## config.mk

```make
export PLATFORM = sky130hd
export DESIGN_NAME = fsr_sec_id
export DESIGN_NICKNAME = d
export VERILOG_FILES = /design/src/verilog/fsr_buf2.v /design/src/verilog/fsr_sec_id.v
export VERILOG_INCLUDE_DIRS = /design/src /design/src/inc
export SDC_FILE = /design/constraint.sdc
export NUM_CORES = 1
export LEC_CHECK = 0
export BUFFER_PORTS_ARGS = -buffer_cell sky130_fd_sc_hd__buf_2
export CORE_ASPECT_RATIO = 1.2
export CORE_MARGIN = 1
export CORE_UTILIZATION = 48
export DETAILED_ROUTE_END_ITERATION = 10
export PLACE_DENSITY = 0.66
export SLEW_MARGIN = 0
export SYNTH_ARGS = -nofsm -noshare
export SYNTH_HDL_FRONTEND = slang
export SYNTH_SLANG_ARGS = --single-unit
```

## constraint.sdc

```tcl
create_clock -name clock_in -period 3.53 [get_ports clock_in]
set_clock_uncertainty 0.15 [all_clocks]
set_input_delay 0.706 -clock clock_in [delete_from_list [all_inputs] [get_ports clock_in]]
set_output_delay 0.706 -clock clock_in [all_outputs]
set_load 0.1 [all_outputs]
```

## src/inc/fsr_consts.vh

```
`ifndef FSR_CONSTS_VH
`define FSR_CONSTS_VH

// ********************************************************************
// Instruction codes
// ********************************************************************
`define FSR_OP_ID_SINGLE 8'h90
`define FSR_OP_ID_DUAL 8'h92
`define FSR_OP_ID_QUAD 8'h94
`define FSR_OP_UNIQUE_ID 8'h4B
`define FSR_OP_JEDEC_ID 8'h9F
`define FSR_OP_PARAM_TABLE 8'h5A
`define FSR_OP_SECREG_ERASE 8'h44
`define FSR_OP_SECREG_PROG 8'h42

// ********************************************************************
// Serial clock counts (rising edges since chip select fell)
// ********************************************************************
`define FSR_OPCODE_END 12'h008
`define FSR_ADDR_END_SINGLE 12'h020
`define FSR_ADDR_END_DUAL 12'h014
`define FSR_MODE_END_DUAL 12'h018
`define FSR_ADDR_END_QUAD 12'h00E
`define FSR_DUMMY_END_QUAD 12'h014
`define FSR_UID_DUMMY_END 12'h028
`define FSR_TABLE_DUMMY_END 12'h028

// ********************************************************************
// Security register address layout
// ********************************************************************
`define FSR_SEL_HI 15
`define FSR_SEL_LO 12
`define FSR_SEL_FIRST 4'h1
`define FSR_SEL_LAST 4'h3
`define FSR_ERASED_BYTE 8'hFF

// ********************************************************************
// Timing
// ********************************************************************
`define FSR_CLK_PERIOD_NS 100
`define FSR_NV_TICK_LAST 2'h3

`endif

```

## src/verilog/fsr_buf2.v

```verilog
`timescale 1ns/1ps
`default_nettype none

// Two-entry buffer; in_ready drops only when both entries hold data
module fsr_buf2 #(
    parameter W = 18
) (
    // Clock and reset
    input wire clock_in,
    input wire nrst_in,
    // Filling side
    input wire in_valid_in,
    output wire in_ready_out,
    input wire [W-1:0] in_data_in,
    // Draining side
    output wire out_valid_out,
    input wire out_ready_in,
    output wire [W-1:0] out_data_out
);

    reg [W-1:0] head_reg;
    reg [W-1:0] tail_reg;
    reg [1:0] count_reg;
    wire push;
    wire pop;

    // Handshakes on both sides
    assign in_ready_out = (count_reg != 2'h2);
    assign out_valid_out = (count_reg != 2'h0);
    assign out_data_out = head_reg;
    assign push = in_valid_in && in_ready_out;
    assign pop = out_valid_out && out_ready_in;

    // Head is always the oldest entry, so the drain side sees it directly
    always @(posedge clock_in or negedge nrst_in) begin
        if (!nrst_in) begin
            head_reg <= {W{1'b0}};
            tail_reg <= {W{1'b0}};
            count_reg <= 2'h0;
        end else begin
            case ({push, pop})
                2'b10: begin
                    if (count_reg == 2'h0) begin
                        head_reg <= in_data_in;
                    end else begin
                        tail_reg <= in_data_in;
                    end
                    count_reg <= count_reg + 2'h1;
                end
                2'b01: begin
                    head_reg <= tail_reg;
                    count_reg <= count_reg - 2'h1;
                end
                2'b11: begin
                    if (count_reg == 2'h1) begin
                        head_reg <= in_data_in;
                    end else begin
                        head_reg <= tail_reg;
                        tail_reg <= in_data_in;
                    end
                end
                default: begin
                    count_reg <= count_reg;
                end
            endcase
        end
    end

endmodule

`default_nettype wire

```

## src/verilog/fsr_sec_id.v

```verilog
// Notes on behaviour
// - Opcode 90h with address 000000h returns manufacturer then device ID.
// - Address 000001h on a 90h, 92h or 94h read swaps the order: device ID first.
// - ID bytes keep alternating until chip select goes high.
// - Opcode 92h takes address and mode bits two per clock, answers two.
// - Opcode 94h takes address and mode four per clock, four dummies.
// - Opcode 4Bh takes 32 dummy clocks, then shifts out 64-bit identifier.
// - Opcode 9Fh returns manufacturer, memory type, capacity, MSB first.
// - Opcode 5Ah: address, eight dummies, table data from 40th falling edge.
// - Table address bits 7..0 pick the start byte of a 256-byte table.
// - Opcode 44h erases; address bits 15..12 select register 1, 2 or 3.
// - Erase and program are accepted only with the write latch set.
// - Erase runs only if chip select rises right after address bit 24.
// - Erase is self-timed; busy is high throughout and drops at the end.
// - Finished erase clears the write-enable latch.
// - A set lock bit makes erase and program to that register ignored.
// - Opcode 42h programs 1..256 bytes into erased locations, same coding.
// - Inputs are taken on rising clock edges, outputs change on falling.
`timescale 1ns/1ps
`default_nettype none
`include "fsr_consts.vh"

module fsr_sec_id #(
    parameter [7:0] MFR_ID = 8'hC3,       // Arbitrary value
    parameter [7:0] DEV_ID = 8'h13,       // Arbitrary value
    parameter [7:0] MEM_TYPE = 8'h40,     // Arbitrary value
    parameter [7:0] CAPACITY = 8'h14,     // Arbitrary value
    parameter [63:0] UNIQUE_ID = 64'h0123_4567_89AB_CDEF, // Arbitrary
    parameter T_ERASE_NS = 100000,
    parameter T_PROG_NS = 70000
) (
    // Clock and reset
    input wire clock_in,
    input wire nrst_in,
    // Serial link pins
    input wire spi_cs_n_in,
    input wire spi_sck_in,
    input wire [3:0] spi_io_in,
    output reg [3:0] spi_io_out,
    output reg [3:0] spi_io_oe_out,
    // Status register interface
    input wire write_enable_latch_in,
    input wire [3:1] secreg_lock_bits_in,
    output reg busy_out,
    output reg latch_clear_out
);

    // ****************************************************************
    // Constants and functions
    // ****************************************************************
    localparam integer ERASE_CYCLES =
        (T_ERASE_NS + `FSR_CLK_PERIOD_NS - 1) / `FSR_CLK_PERIOD_NS;
    localparam integer PROG_CYCLES =
        (T_PROG_NS + `FSR_CLK_PERIOD_NS - 1) / `FSR_CLK_PERIOD_NS;
    localparam [1:0] ST_IDLE = 2'h0;
    localparam [1:0] ST_ERASE = 2'h1;
    localparam [1:0] ST_PROG = 2'h2;

    // Lanes used by the answer of a read instruction
    function [2:0] out_lanes(input [7:0] op);
        begin
            if (op == `FSR_OP_ID_DUAL) begin
                out_lanes = 3'h2;
            end else if (op == `FSR_OP_ID_QUAD) begin
                out_lanes = 3'h4;
            end else begin
                out_lanes = 3'h1;
            end
        end
    endfunction

    // Rising-edge count after which the answer starts; zero means none
    function [11:0] out_start(input [7:0] op);
        begin
            case (op)
                `FSR_OP_ID_SINGLE: out_start = `FSR_ADDR_END_SINGLE;
                `FSR_OP_ID_DUAL: out_start = `FSR_MODE_END_DUAL;
                `FSR_OP_ID_QUAD: out_start = `FSR_DUMMY_END_QUAD;
                `FSR_OP_UNIQUE_ID: out_start = `FSR_UID_DUMMY_END;
                `FSR_OP_JEDEC_ID: out_start = `FSR_OPCODE_END;
                `FSR_OP_PARAM_TABLE: out_start = `FSR_TABLE_DUMMY_END;
                default: out_start = 12'h000;
            endcase
        end
    endfunction

    // Address lanes on rising edge k; zero outside the address phase
    function [2:0] addr_lanes(input [7:0] op, input [11:0] k);
        begin
            addr_lanes = 3'h0;
            if (k > `FSR_OPCODE_END) begin
                if (op == `FSR_OP_ID_DUAL) begin
                    if (k <= `FSR_ADDR_END_DUAL) addr_lanes = 3'h2;
                end else if (op == `FSR_OP_ID_QUAD) begin
                    if (k <= `FSR_ADDR_END_QUAD) addr_lanes = 3'h4;
                end else if (k <= `FSR_ADDR_END_SINGLE) begin
                    addr_lanes = 3'h1;
                end
            end
        end
    endfunction

    // Parameter table contents: signature, revision, then erased bytes
    function [7:0] table_byte(input [7:0] a);
        begin
            case (a)
                8'h00: table_byte = 8'h53;
                8'h01: table_byte = 8'h46;
                8'h02: table_byte = 8'h44;
                8'h03: table_byte = 8'h50;
                8'h04: table_byte = 8'h00;
                8'h05: table_byte = 8'h01;
                8'h06: table_byte = 8'h00;
                default: table_byte = `FSR_ERASED_BYTE;
            endcase
        end
    endfunction

    // Next answer byte for the running read
    function [7:0] answer_byte(input [7:0] op, input [11:0] idx,
                               input [23:0] addr);
        begin
            case (op)
                `FSR_OP_UNIQUE_ID:
                    answer_byte = UNIQUE_ID[(7 - idx[2:0]) * 8 +: 8];
                `FSR_OP_JEDEC_ID: begin
                    if (idx == 12'h000) begin
                        answer_byte = MFR_ID;
                    end else if (idx == 12'h001) begin
                        answer_byte = MEM_TYPE;
                    end else begin
                        answer_byte = CAPACITY;
                    end
                end
                `FSR_OP_PARAM_TABLE:
                    answer_byte = table_byte(addr[7:0] + idx[7:0]);
                default: begin
                    // Order flips when address bit 0 is set
                    if (idx[0] ^ addr[0]) begin
                        answer_byte = DEV_ID;
                    end else begin
                        answer_byte = MFR_ID;
                    end
                end
            endcase
        end
    endfunction

    // Register select valid, bits 23..16 and 11..8 zero, and not locked
    function secreg_ok(input [23:0] a, input [3:1] lock);
        begin
            secreg_ok = (a[23:16] == 8'h00) && (a[11:8] == 4'h0) &&
                (a[`FSR_SEL_HI:`FSR_SEL_LO] >= `FSR_SEL_FIRST) &&
                (a[`FSR_SEL_HI:`FSR_SEL_LO] <= `FSR_SEL_LAST) &&
                !lock[a[13:12]];
        end
    endfunction

    // ****************************************************************
    // Pin synchronisers and edge detection
    // ****************************************************************
    reg cs_s1_reg, cs_s2_reg, cs_d_reg;
    reg sck_s1_reg, sck_s2_reg, sck_d_reg;
    reg [3:0] io_s1_reg, io_s2_reg;
    wire sck_rise;
    wire sck_fall;
    wire cs_rise;

    // Two flops on every pin; the link clock is slow enough to sample
    always @(posedge clock_in or negedge nrst_in) begin
        if (!nrst_in) begin
            cs_s1_reg <= 1'b1;
            cs_s2_reg <= 1'b1;
            cs_d_reg <= 1'b1;
            sck_s1_reg <= 1'b0;
            sck_s2_reg <= 1'b0;
            sck_d_reg <= 1'b0;
            io_s1_reg <= 4'h0;
            io_s2_reg <= 4'h0;
        end else begin
            cs_s1_reg <= spi_cs_n_in;
            cs_s2_reg <= cs_s1_reg;
            cs_d_reg <= cs_s2_reg;
            sck_s1_reg <= spi_sck_in;
            sck_s2_reg <= sck_s1_reg;
            sck_d_reg <= sck_s2_reg;
            io_s1_reg <= spi_io_in;
            io_s2_reg <= io_s1_reg;
        end
    end

    assign sck_rise = !cs_s2_reg && sck_s2_reg && !sck_d_reg;
    assign sck_fall = !cs_s2_reg && !sck_s2_reg && sck_d_reg;
    assign cs_rise = cs_s2_reg && !cs_d_reg;

    // ****************************************************************
    // Command decode and answer shifting
    // ****************************************************************
    reg [7:0] op_reg;
    reg [23:0] addr_reg;
    reg [11:0] rise_cnt_reg;
    reg [11:0] out_idx_reg;
    reg [7:0] out_shift_reg;
    reg [3:0] out_left_reg;
    reg [7:0] data_shift_reg;
    reg [2:0] data_bits_reg;
    reg [7:0] prog_ptr_reg;
    reg prog_ok_reg;
    reg prog_any_reg;
    reg [11:0] rise_next;
    reg [7:0] cur_byte;
    reg [11:0] idx_next;
    reg [2:0] lanes;
    reg [2:0] alanes;
    reg [7:0] data_next;
    wire buf_in_ready;
    wire buf_in_valid;
    wire [17:0] buf_in_data;

    // Current answer byte, fresh when the previous one is used up
    always @* begin
        rise_next = (rise_cnt_reg == 12'hFFF) ? rise_cnt_reg :
            rise_cnt_reg + 12'h001;
        lanes = out_lanes(op_reg);
        alanes = addr_lanes(op_reg, rise_next);
        cur_byte = out_shift_reg;
        idx_next = out_idx_reg;
        data_next = {data_shift_reg[6:0], io_s2_reg[0]};
        if (out_left_reg == 4'h0) begin
            cur_byte = answer_byte(op_reg, out_idx_reg, addr_reg);
            idx_next = out_idx_reg + 12'h001;
            if (op_reg == `FSR_OP_JEDEC_ID && out_idx_reg == 12'h002) begin
                idx_next = 12'h000;
            end
        end
    end

    // Program bytes enter the buffer with register bank and byte address
    assign buf_in_valid = sck_rise && prog_ok_reg &&
        (op_reg == `FSR_OP_SECREG_PROG) &&
        (rise_cnt_reg >= `FSR_ADDR_END_SINGLE) && (data_bits_reg == 3'h7);
    assign buf_in_data = {addr_reg[13:12] - 2'h1, prog_ptr_reg, data_next};

    // Inputs on rising edges, answers on falling edges
    always @(posedge clock_in or negedge nrst_in) begin
        if (!nrst_in) begin
            op_reg <= 8'h00;
            addr_reg <= 24'h00_0000;
            rise_cnt_reg <= 12'h000;
            out_idx_reg <= 12'h000;
            out_shift_reg <= 8'h00;
            out_left_reg <= 4'h0;
            data_shift_reg <= 8'h00;
            data_bits_reg <= 3'h0;
            prog_ptr_reg <= 8'h00;
            prog_ok_reg <= 1'b0;
            prog_any_reg <= 1'b0;
            spi_io_out <= 4'h0;
            spi_io_oe_out <= 4'h0;
        end else if (cs_s2_reg) begin
            // Chip select high ends any command and frees the pins
            rise_cnt_reg <= 12'h000;
            out_idx_reg <= 12'h000;
            out_left_reg <= 4'h0;
            data_bits_reg <= 3'h0;
            prog_ok_reg <= 1'b0;
            spi_io_oe_out <= 4'h0;
            if (!cs_rise) begin
                prog_any_reg <= 1'b0;
            end
        end else if (sck_rise) begin
            rise_cnt_reg <= rise_next;
            if (rise_next <= `FSR_OPCODE_END) begin
                op_reg <= {op_reg[6:0], io_s2_reg[0]};
            end else if (alanes == 3'h1) begin
                addr_reg <= {addr_reg[22:0], io_s2_reg[0]};
            end else if (alanes == 3'h2) begin
                addr_reg <= {addr_reg[21:0], io_s2_reg[1:0]};
            end else if (alanes == 3'h4) begin
                addr_reg <= {addr_reg[19:0], io_s2_reg};
            end
            // Write latch, select and lock are judged once address is in
            if (rise_next == `FSR_ADDR_END_SINGLE) begin
                prog_ok_reg <= write_enable_latch_in && !busy_out &&
                    secreg_ok({addr_reg[22:0], io_s2_reg[0]},
                              secreg_lock_bits_in);
                prog_ptr_reg <= {addr_reg[6:0], io_s2_reg[0]};
            end
            if (op_reg == `FSR_OP_SECREG_PROG &&
                    rise_cnt_reg >= `FSR_ADDR_END_SINGLE) begin
                data_shift_reg <= data_next;
                data_bits_reg <= data_bits_reg + 3'h1;
                if (buf_in_valid) begin
                    // A full buffer cancels the rest of the program
                    prog_ok_reg <= buf_in_ready;
                    prog_any_reg <= buf_in_ready;
                    prog_ptr_reg <= prog_ptr_reg + 8'h01;
                end
            end
        end else if (sck_fall && out_start(op_reg) != 12'h000 &&
                rise_cnt_reg >= out_start(op_reg)) begin
            out_idx_reg <= idx_next;
            out_shift_reg <= cur_byte << lanes;
            out_left_reg <= ((out_left_reg == 4'h0) ? 4'h8 : out_left_reg)
                - {1'b0, lanes};
            if (lanes == 3'h4) begin
                spi_io_out <= cur_byte[7:4];
                spi_io_oe_out <= 4'hF;
            end else if (lanes == 3'h2) begin
                spi_io_out <= {2'b00, cur_byte[7:6]};
                spi_io_oe_out <= 4'h3;
            end else begin
                spi_io_out <= {2'b00, cur_byte[7], 1'b0};
                spi_io_oe_out <= 4'h2;
            end
        end
    end

    // ****************************************************************
    // Security register store and self-timed cycles
    // ****************************************************************
    reg [7:0] secreg_mem [0:767];
    reg [1:0] state_reg;
    reg [15:0] timer_reg;
    reg [1:0] erase_bank_reg;
    reg [7:0] erase_ptr_reg;
    reg erase_sweep_reg;
    reg [1:0] tick_cnt_reg;
    wire nv_tick;
    wire buf_out_valid;
    wire buf_out_ready;
    wire [17:0] buf_out_data;
    wire erase_start;

    // Slow pacing of program writes; at most one every fourth clock, while the erase sweep writes every clock
    assign nv_tick = (tick_cnt_reg == `FSR_NV_TICK_LAST);
    assign buf_out_ready = nv_tick && !erase_sweep_reg;
    // Erase only when chip select rises straight after address bit 24
    assign erase_start = cs_rise && op_reg == `FSR_OP_SECREG_ERASE &&
        rise_cnt_reg == `FSR_ADDR_END_SINGLE && write_enable_latch_in &&
        state_reg == ST_IDLE &&
        secreg_ok(addr_reg, secreg_lock_bits_in);

    fsr_buf2 #(
        .W(18)
    ) u_prog_buf (
        .clock_in(clock_in),
        .nrst_in(nrst_in),
        .in_valid_in(buf_in_valid),
        .in_ready_out(buf_in_ready),
        .in_data_in(buf_in_data),
        .out_valid_out(buf_out_valid),
        .out_ready_in(buf_out_ready),
        .out_data_out(buf_out_data)
    );

    // Programming only clears bits, so a byte is ANDed into the cell
    always @(posedge clock_in) begin
        if (erase_sweep_reg) begin
            secreg_mem[{erase_bank_reg, erase_ptr_reg}] <= `FSR_ERASED_BYTE;
        end else if (buf_out_valid && buf_out_ready) begin
            secreg_mem[buf_out_data[17:8]] <=
                secreg_mem[buf_out_data[17:8]] & buf_out_data[7:0];
        end
    end

    // Busy cycle; the timer, the erase sweep and the buffer drain must all finish
    always @(posedge clock_in or negedge nrst_in) begin
        if (!nrst_in) begin
            state_reg <= ST_IDLE;
            timer_reg <= 16'h0000;
            erase_bank_reg <= 2'h0;
            erase_ptr_reg <= 8'h00;
            erase_sweep_reg <= 1'b0;
            tick_cnt_reg <= 2'h0;
            busy_out <= 1'b0;
            latch_clear_out <= 1'b0;
        end else begin
            tick_cnt_reg <= tick_cnt_reg + 2'h1;
            latch_clear_out <= 1'b0;
            if (erase_sweep_reg) begin
                erase_ptr_reg <= erase_ptr_reg + 8'h01;
                erase_sweep_reg <= (erase_ptr_reg != 8'hFF);
            end
            case (state_reg)
                ST_IDLE: begin
                    if (erase_start) begin
                        state_reg <= ST_ERASE;
                        timer_reg <= ERASE_CYCLES[15:0];
                        erase_bank_reg <= addr_reg[13:12] - 2'h1;
                        erase_ptr_reg <= 8'h00;
                        erase_sweep_reg <= 1'b1;
                        busy_out <= 1'b1;
                    end else if (cs_rise && prog_any_reg &&
                            op_reg == `FSR_OP_SECREG_PROG) begin
                        state_reg <= ST_PROG;
                        timer_reg <= PROG_CYCLES[15:0];
                        busy_out <= 1'b1;
                    end
                end
                default: begin
                    if (timer_reg != 16'h0000) begin
                        timer_reg <= timer_reg - 16'h0001;
                    end else if (!erase_sweep_reg && !buf_out_valid) begin
                        state_reg <= ST_IDLE;
                        busy_out <= 1'b0;
                        latch_clear_out <= 1'b1;
                    end
                end
            endcase
        end
    end

endmodule

`default_nettype wire

```

==> flow_metrics.py <==
metrics = {
    "grt": {
        "grtUsageTotal_pct": 22.8,
        "grt_max_degree": 69,
        "grt_pass1_vias": 6418,
        "grt_pass1_wl_um": 31200,
        "antenna_found_initial": 1,
        "overflow": 0,
    },
    "route": {
        "ant_nets": 0,
        "vias": 6584,
        "drt_iter0_drc": 538,
        "wl_per_cell_um": 15.9,
        "post_drt_via_cell_ratio": 5.79,
        "drc": 0,
        "drt-total-wl_um": 18200,
        "first_pass_iters": 5,
    },
    "yosys": {
        "ys_warn_count": 0,
        "synth.net_count": 941,
        "synth_area_per_cell_um2": 8.85,
        "synth_top_area_share_pct": 38.9,
        "synth.distinct_cells": 95,
        "ys_seq_elements": 127,
        "synth_area_leaders": "dfrtp_1 39%, nand2_1 4.8%, nor2_1 4.6%",
        "synth-simple-area-share_pct": 24.5,
        "yosys-mux-area-fraction_pct": 2.16,
        "synth_xor_area_share_pct": 3.51,
        "yosys.area_share.adder_pct": 4.58,
        "synth_top_family_by_area": "simple AND/OR/NAND/NOR gates",
        "synth_top_flop_cell": "dfrtp_1",
        "syn_area_um2": 7980,
        "yosys-top-cells-count": "124 x dfrtp_1, 102 x nand2_1, 98 x nor2_1",
        "synth_compound_area_share_pct": 20.5,
        "netlist_instances": 901,
        "ys_seq_area_share_pct": 39.9,
        "synth_edf_count": 0,
        "synth_area_leader_cell": "dfrtp_1",
        "synthMostInstantiatedCell": "dfrtp_1",
        "synthArstFlopShare_pct": 100,
    },
    "floorplanning": {
        "fp.coreArea_um2": 16300,
        "rows": 51,
        "die_height_um": 143,
        "num_io_pins": 22,
        "dieArea_um2": 17100,
        "die_w_um": 120,
        "start_util_pct": 49.0,
    },
    "clock_tree": {
        "cts_tree": "built",
        "cts_setup_buffers": 0,
        "ctsResizeCount": 0,
        "cts_root_buf": "clkbuf_16",
        "htreeDepth": 4,
        "clk_pin_slew_ns": 0.06,
        "cts_buffers": 17,
        "clock_latency_ns": 0.42,
        "clockBufferDepth": 2,
        "clkSinkCount": 127,
        "hold_buffers": 0,
    },
    "cells_and_area": {
        "nFillCells": 1499,
        "antenna_cells": 0,
        "multi_input_area_um2": 4450,
        "synthToLayoutAreaGrowth_pct": 12.4,
        "drive_gt1_share_pct": 14.6,
        "final_nets": 953,
        "largest_reg_flops": 24,
        "stdcell_area_um2": 8970,
        "regArea_um2": 3180,
    },
    "timing": {
        "fin_crit_ns": 3.25,
        "max_freq_ghz": 0.308,
        "tightest_slew_ns": 0.679,
        "rsz0062_at_grt": "no",
        "hold_viol": 0,
        "setup_tns_ns": 0,
        "max_slew_margin_pct": 54.4,
        "setup_viol": 0,
        "period_share_pct": 92.0,
        "slew_violations": 0,
    },
    "power_and_ir_drop": {
        "ir_worst_vdd_mv": 0.318,
        "p_per_area_nw_per_um2": 423,
        "p_leak_nw": 3.86,
        "finalPower_mw": 3.80,
    },
    "setup_path": {
        "required_ns": 3.68,
        "critical_path.startpoint": "out_idx_reg[0]$_DFFE_PN0P_",
        "cp_cell_sequence": "ha_1 > inv_1 > fa_1 > nor2b_1 > o221ai_1 > o2bb2ai_1 > nand3_1 > o31ai_1 > a41o_1 > o2bb2ai_1 > o31a_1",
        "crit_family": "compound AO/OA/AOI/OAI gates",
        "cp_slowest_cell": "fa_1",
        "worst-r2r-setup-slack_ns": 0.28,
        "critPathCaptureType": "flop",
        "crit_end": "out_shift_reg[5]$_DFFE_PN0P_",
        "cp.arrival_ns": 3.40,
        "r2r_start": "out_idx_reg[0]$_DFFE_PN0P_",
        "r2r_end": "out_shift_reg[5]$_DFFE_PN0P_",
        "crit_path_start_kind": "flop",
        "cp.depth": 11,
        "max_stage_delay_ns": 0.46,
        "critPathMaxFanout": 9,
        "path_class": "flop to flop",
        "reg2reg_depth": 11,
        "worst_path_most_repeated_cell": "o2bb2ai_1",
        "worst-path-buf-inv": 1,
    },
    "run": {
        "cap_violations": 0,
    },
    "placement": {
        "hpwl_um": 12800,
        "place.gp.congestion": 0.828,
        "postPlaceCellArea_um2": 8320,
        "port_buffers": 21,
    },
    "min_path": {
        "min_path_type": "input port to async pin",
    },
    "run_status": {
        "status": "finished clean",
    },
}
-- layout by cell type, fill, tap and decap left out, types with 5 or more instances in the layout --
cell       Yosys  final
dfrtp_1      124    123
nand2_1      102    102
nor2_1        98     98
o21ai_0       54     53
a21oi_1       37     37
nor2b_1       27     27
inv_1         26     26
o21ai_1       26     26
ha_1          26     26
buf_4          6     26
nand3_1       25     25
o31ai_1       25     25
o22ai_1       24     24
nor3_1        22     22
buf_2         12     20
xnor2_1       18     18
clkbuf_16      0     17
xor2_1        14     14
nand2b_1      13     13
mux2_2         9      9
o41ai_1        9      9
nand4_1        8      8
a211oi_1       8      8
nor4_1         7      7
and3_1         7      7
nand3b_1       7      7
and2_1         6      6
nor3b_1        6      6
mux2i_1        6      6
or3_1          5      5
a21o_1         5      5
-- logic make-up after synthesis --
kind of cell | count (synthesis)
AO/OA/AOI/OAI | 242
adder cells (fa/ha/maj) | 28
XOR/XNOR | 32
multiplexers | 16
flip-flops | 127
buffers and inverters | 82
AND/OR/NAND/NOR | 374
-- worst min path at each step --
stage | from | end | slack, ns | depth (start not counted)
after global placement | io_s1_reg[2]$_DFF_PN0_ | io_s2_reg[2]$_DFF_PN0_ | 0.18 | 0
after global routing | nrst_in | spi_io_oe_out[0]$_DFFE_PN0P_ | 0.19 | 1
after CTS | nrst_in | spi_io_oe_out[0]$_DFFE_PN0P_ | 0.16 | 1
after detailed placement | io_s1_reg[2]$_DFF_PN0_ | io_s2_reg[2]$_DFF_PN0_ | 0.19 | 0
final | nrst_in | spi_io_oe_out[2]$_DFFE_PN0P_ | 0.13 | 1
after floorplan | io_s1_reg[0]$_DFF_PN0_ | io_s2_reg[0]$_DFF_PN0_ | 0.18 | 0
-- metal layers --
metal / track usage (%) / vias up / wire, um
li1: - / 3269 / -
met2: 39.1 / 120 / 8990
met1: 28.5 / 3174 / 8260
met3: 4.55 / 19 / 599
met4: 7.96 / 2 / 285
met5: 0 / - / 17
-- stage by stage --
step | util (%) | hold slack (ns) | worst slack, ns | std cells
6_report | 55.1 | 0.134 | 0.283 | 1138
5_1_grt | 55.1 | 0.190 | 0.0562 | 1138
4_1_cts | 55.0 | 0.160 | 0.151 | 1138
3_5_place_dp | 51.1 | 0.187 | 0.214 | 1106
3_3_place_gp | 51.1 | 0.184 | 0.286 | 1106
2_1_floorplan | - | 0.181 | 0.220 | 901
-- worst register-to-register path: cells and delay by family (launching register included) --
kind | cells | cell delay [ns]
fa+ha+maj | 2 | 0.71
flops | 1 | 0.45
simple gates | 2 | 0.46
buf+inv | 1 | 0.07
compound gates | 6 | 1.28
-- where the power goes --
| part | leakage, nW | internal (mW) | switching, mW |
|---|---|---|---|
| clock network | 0.302 | 1.22 | 0.663 |
| registers | 1.71 | 1.51 | 0.0904 |
| logic | 1.85 | 0.139 | 0.171 |
| total | 3.86 | 2.87 | 0.924 |
-- final cells by class --
cell class | instances | share of cell area, %
clock inverters | 13 | 2.08
multi-input cells | 692 | 49.6
inverters | 27 | 1.13
flip-flops and latches | 127 | 35.5
clock buffers | 19 | 5.05
repair buffers | 48 | 3.64
well taps | 212 | 2.96
No activity file was read; power rests on OpenSTA's default activity.
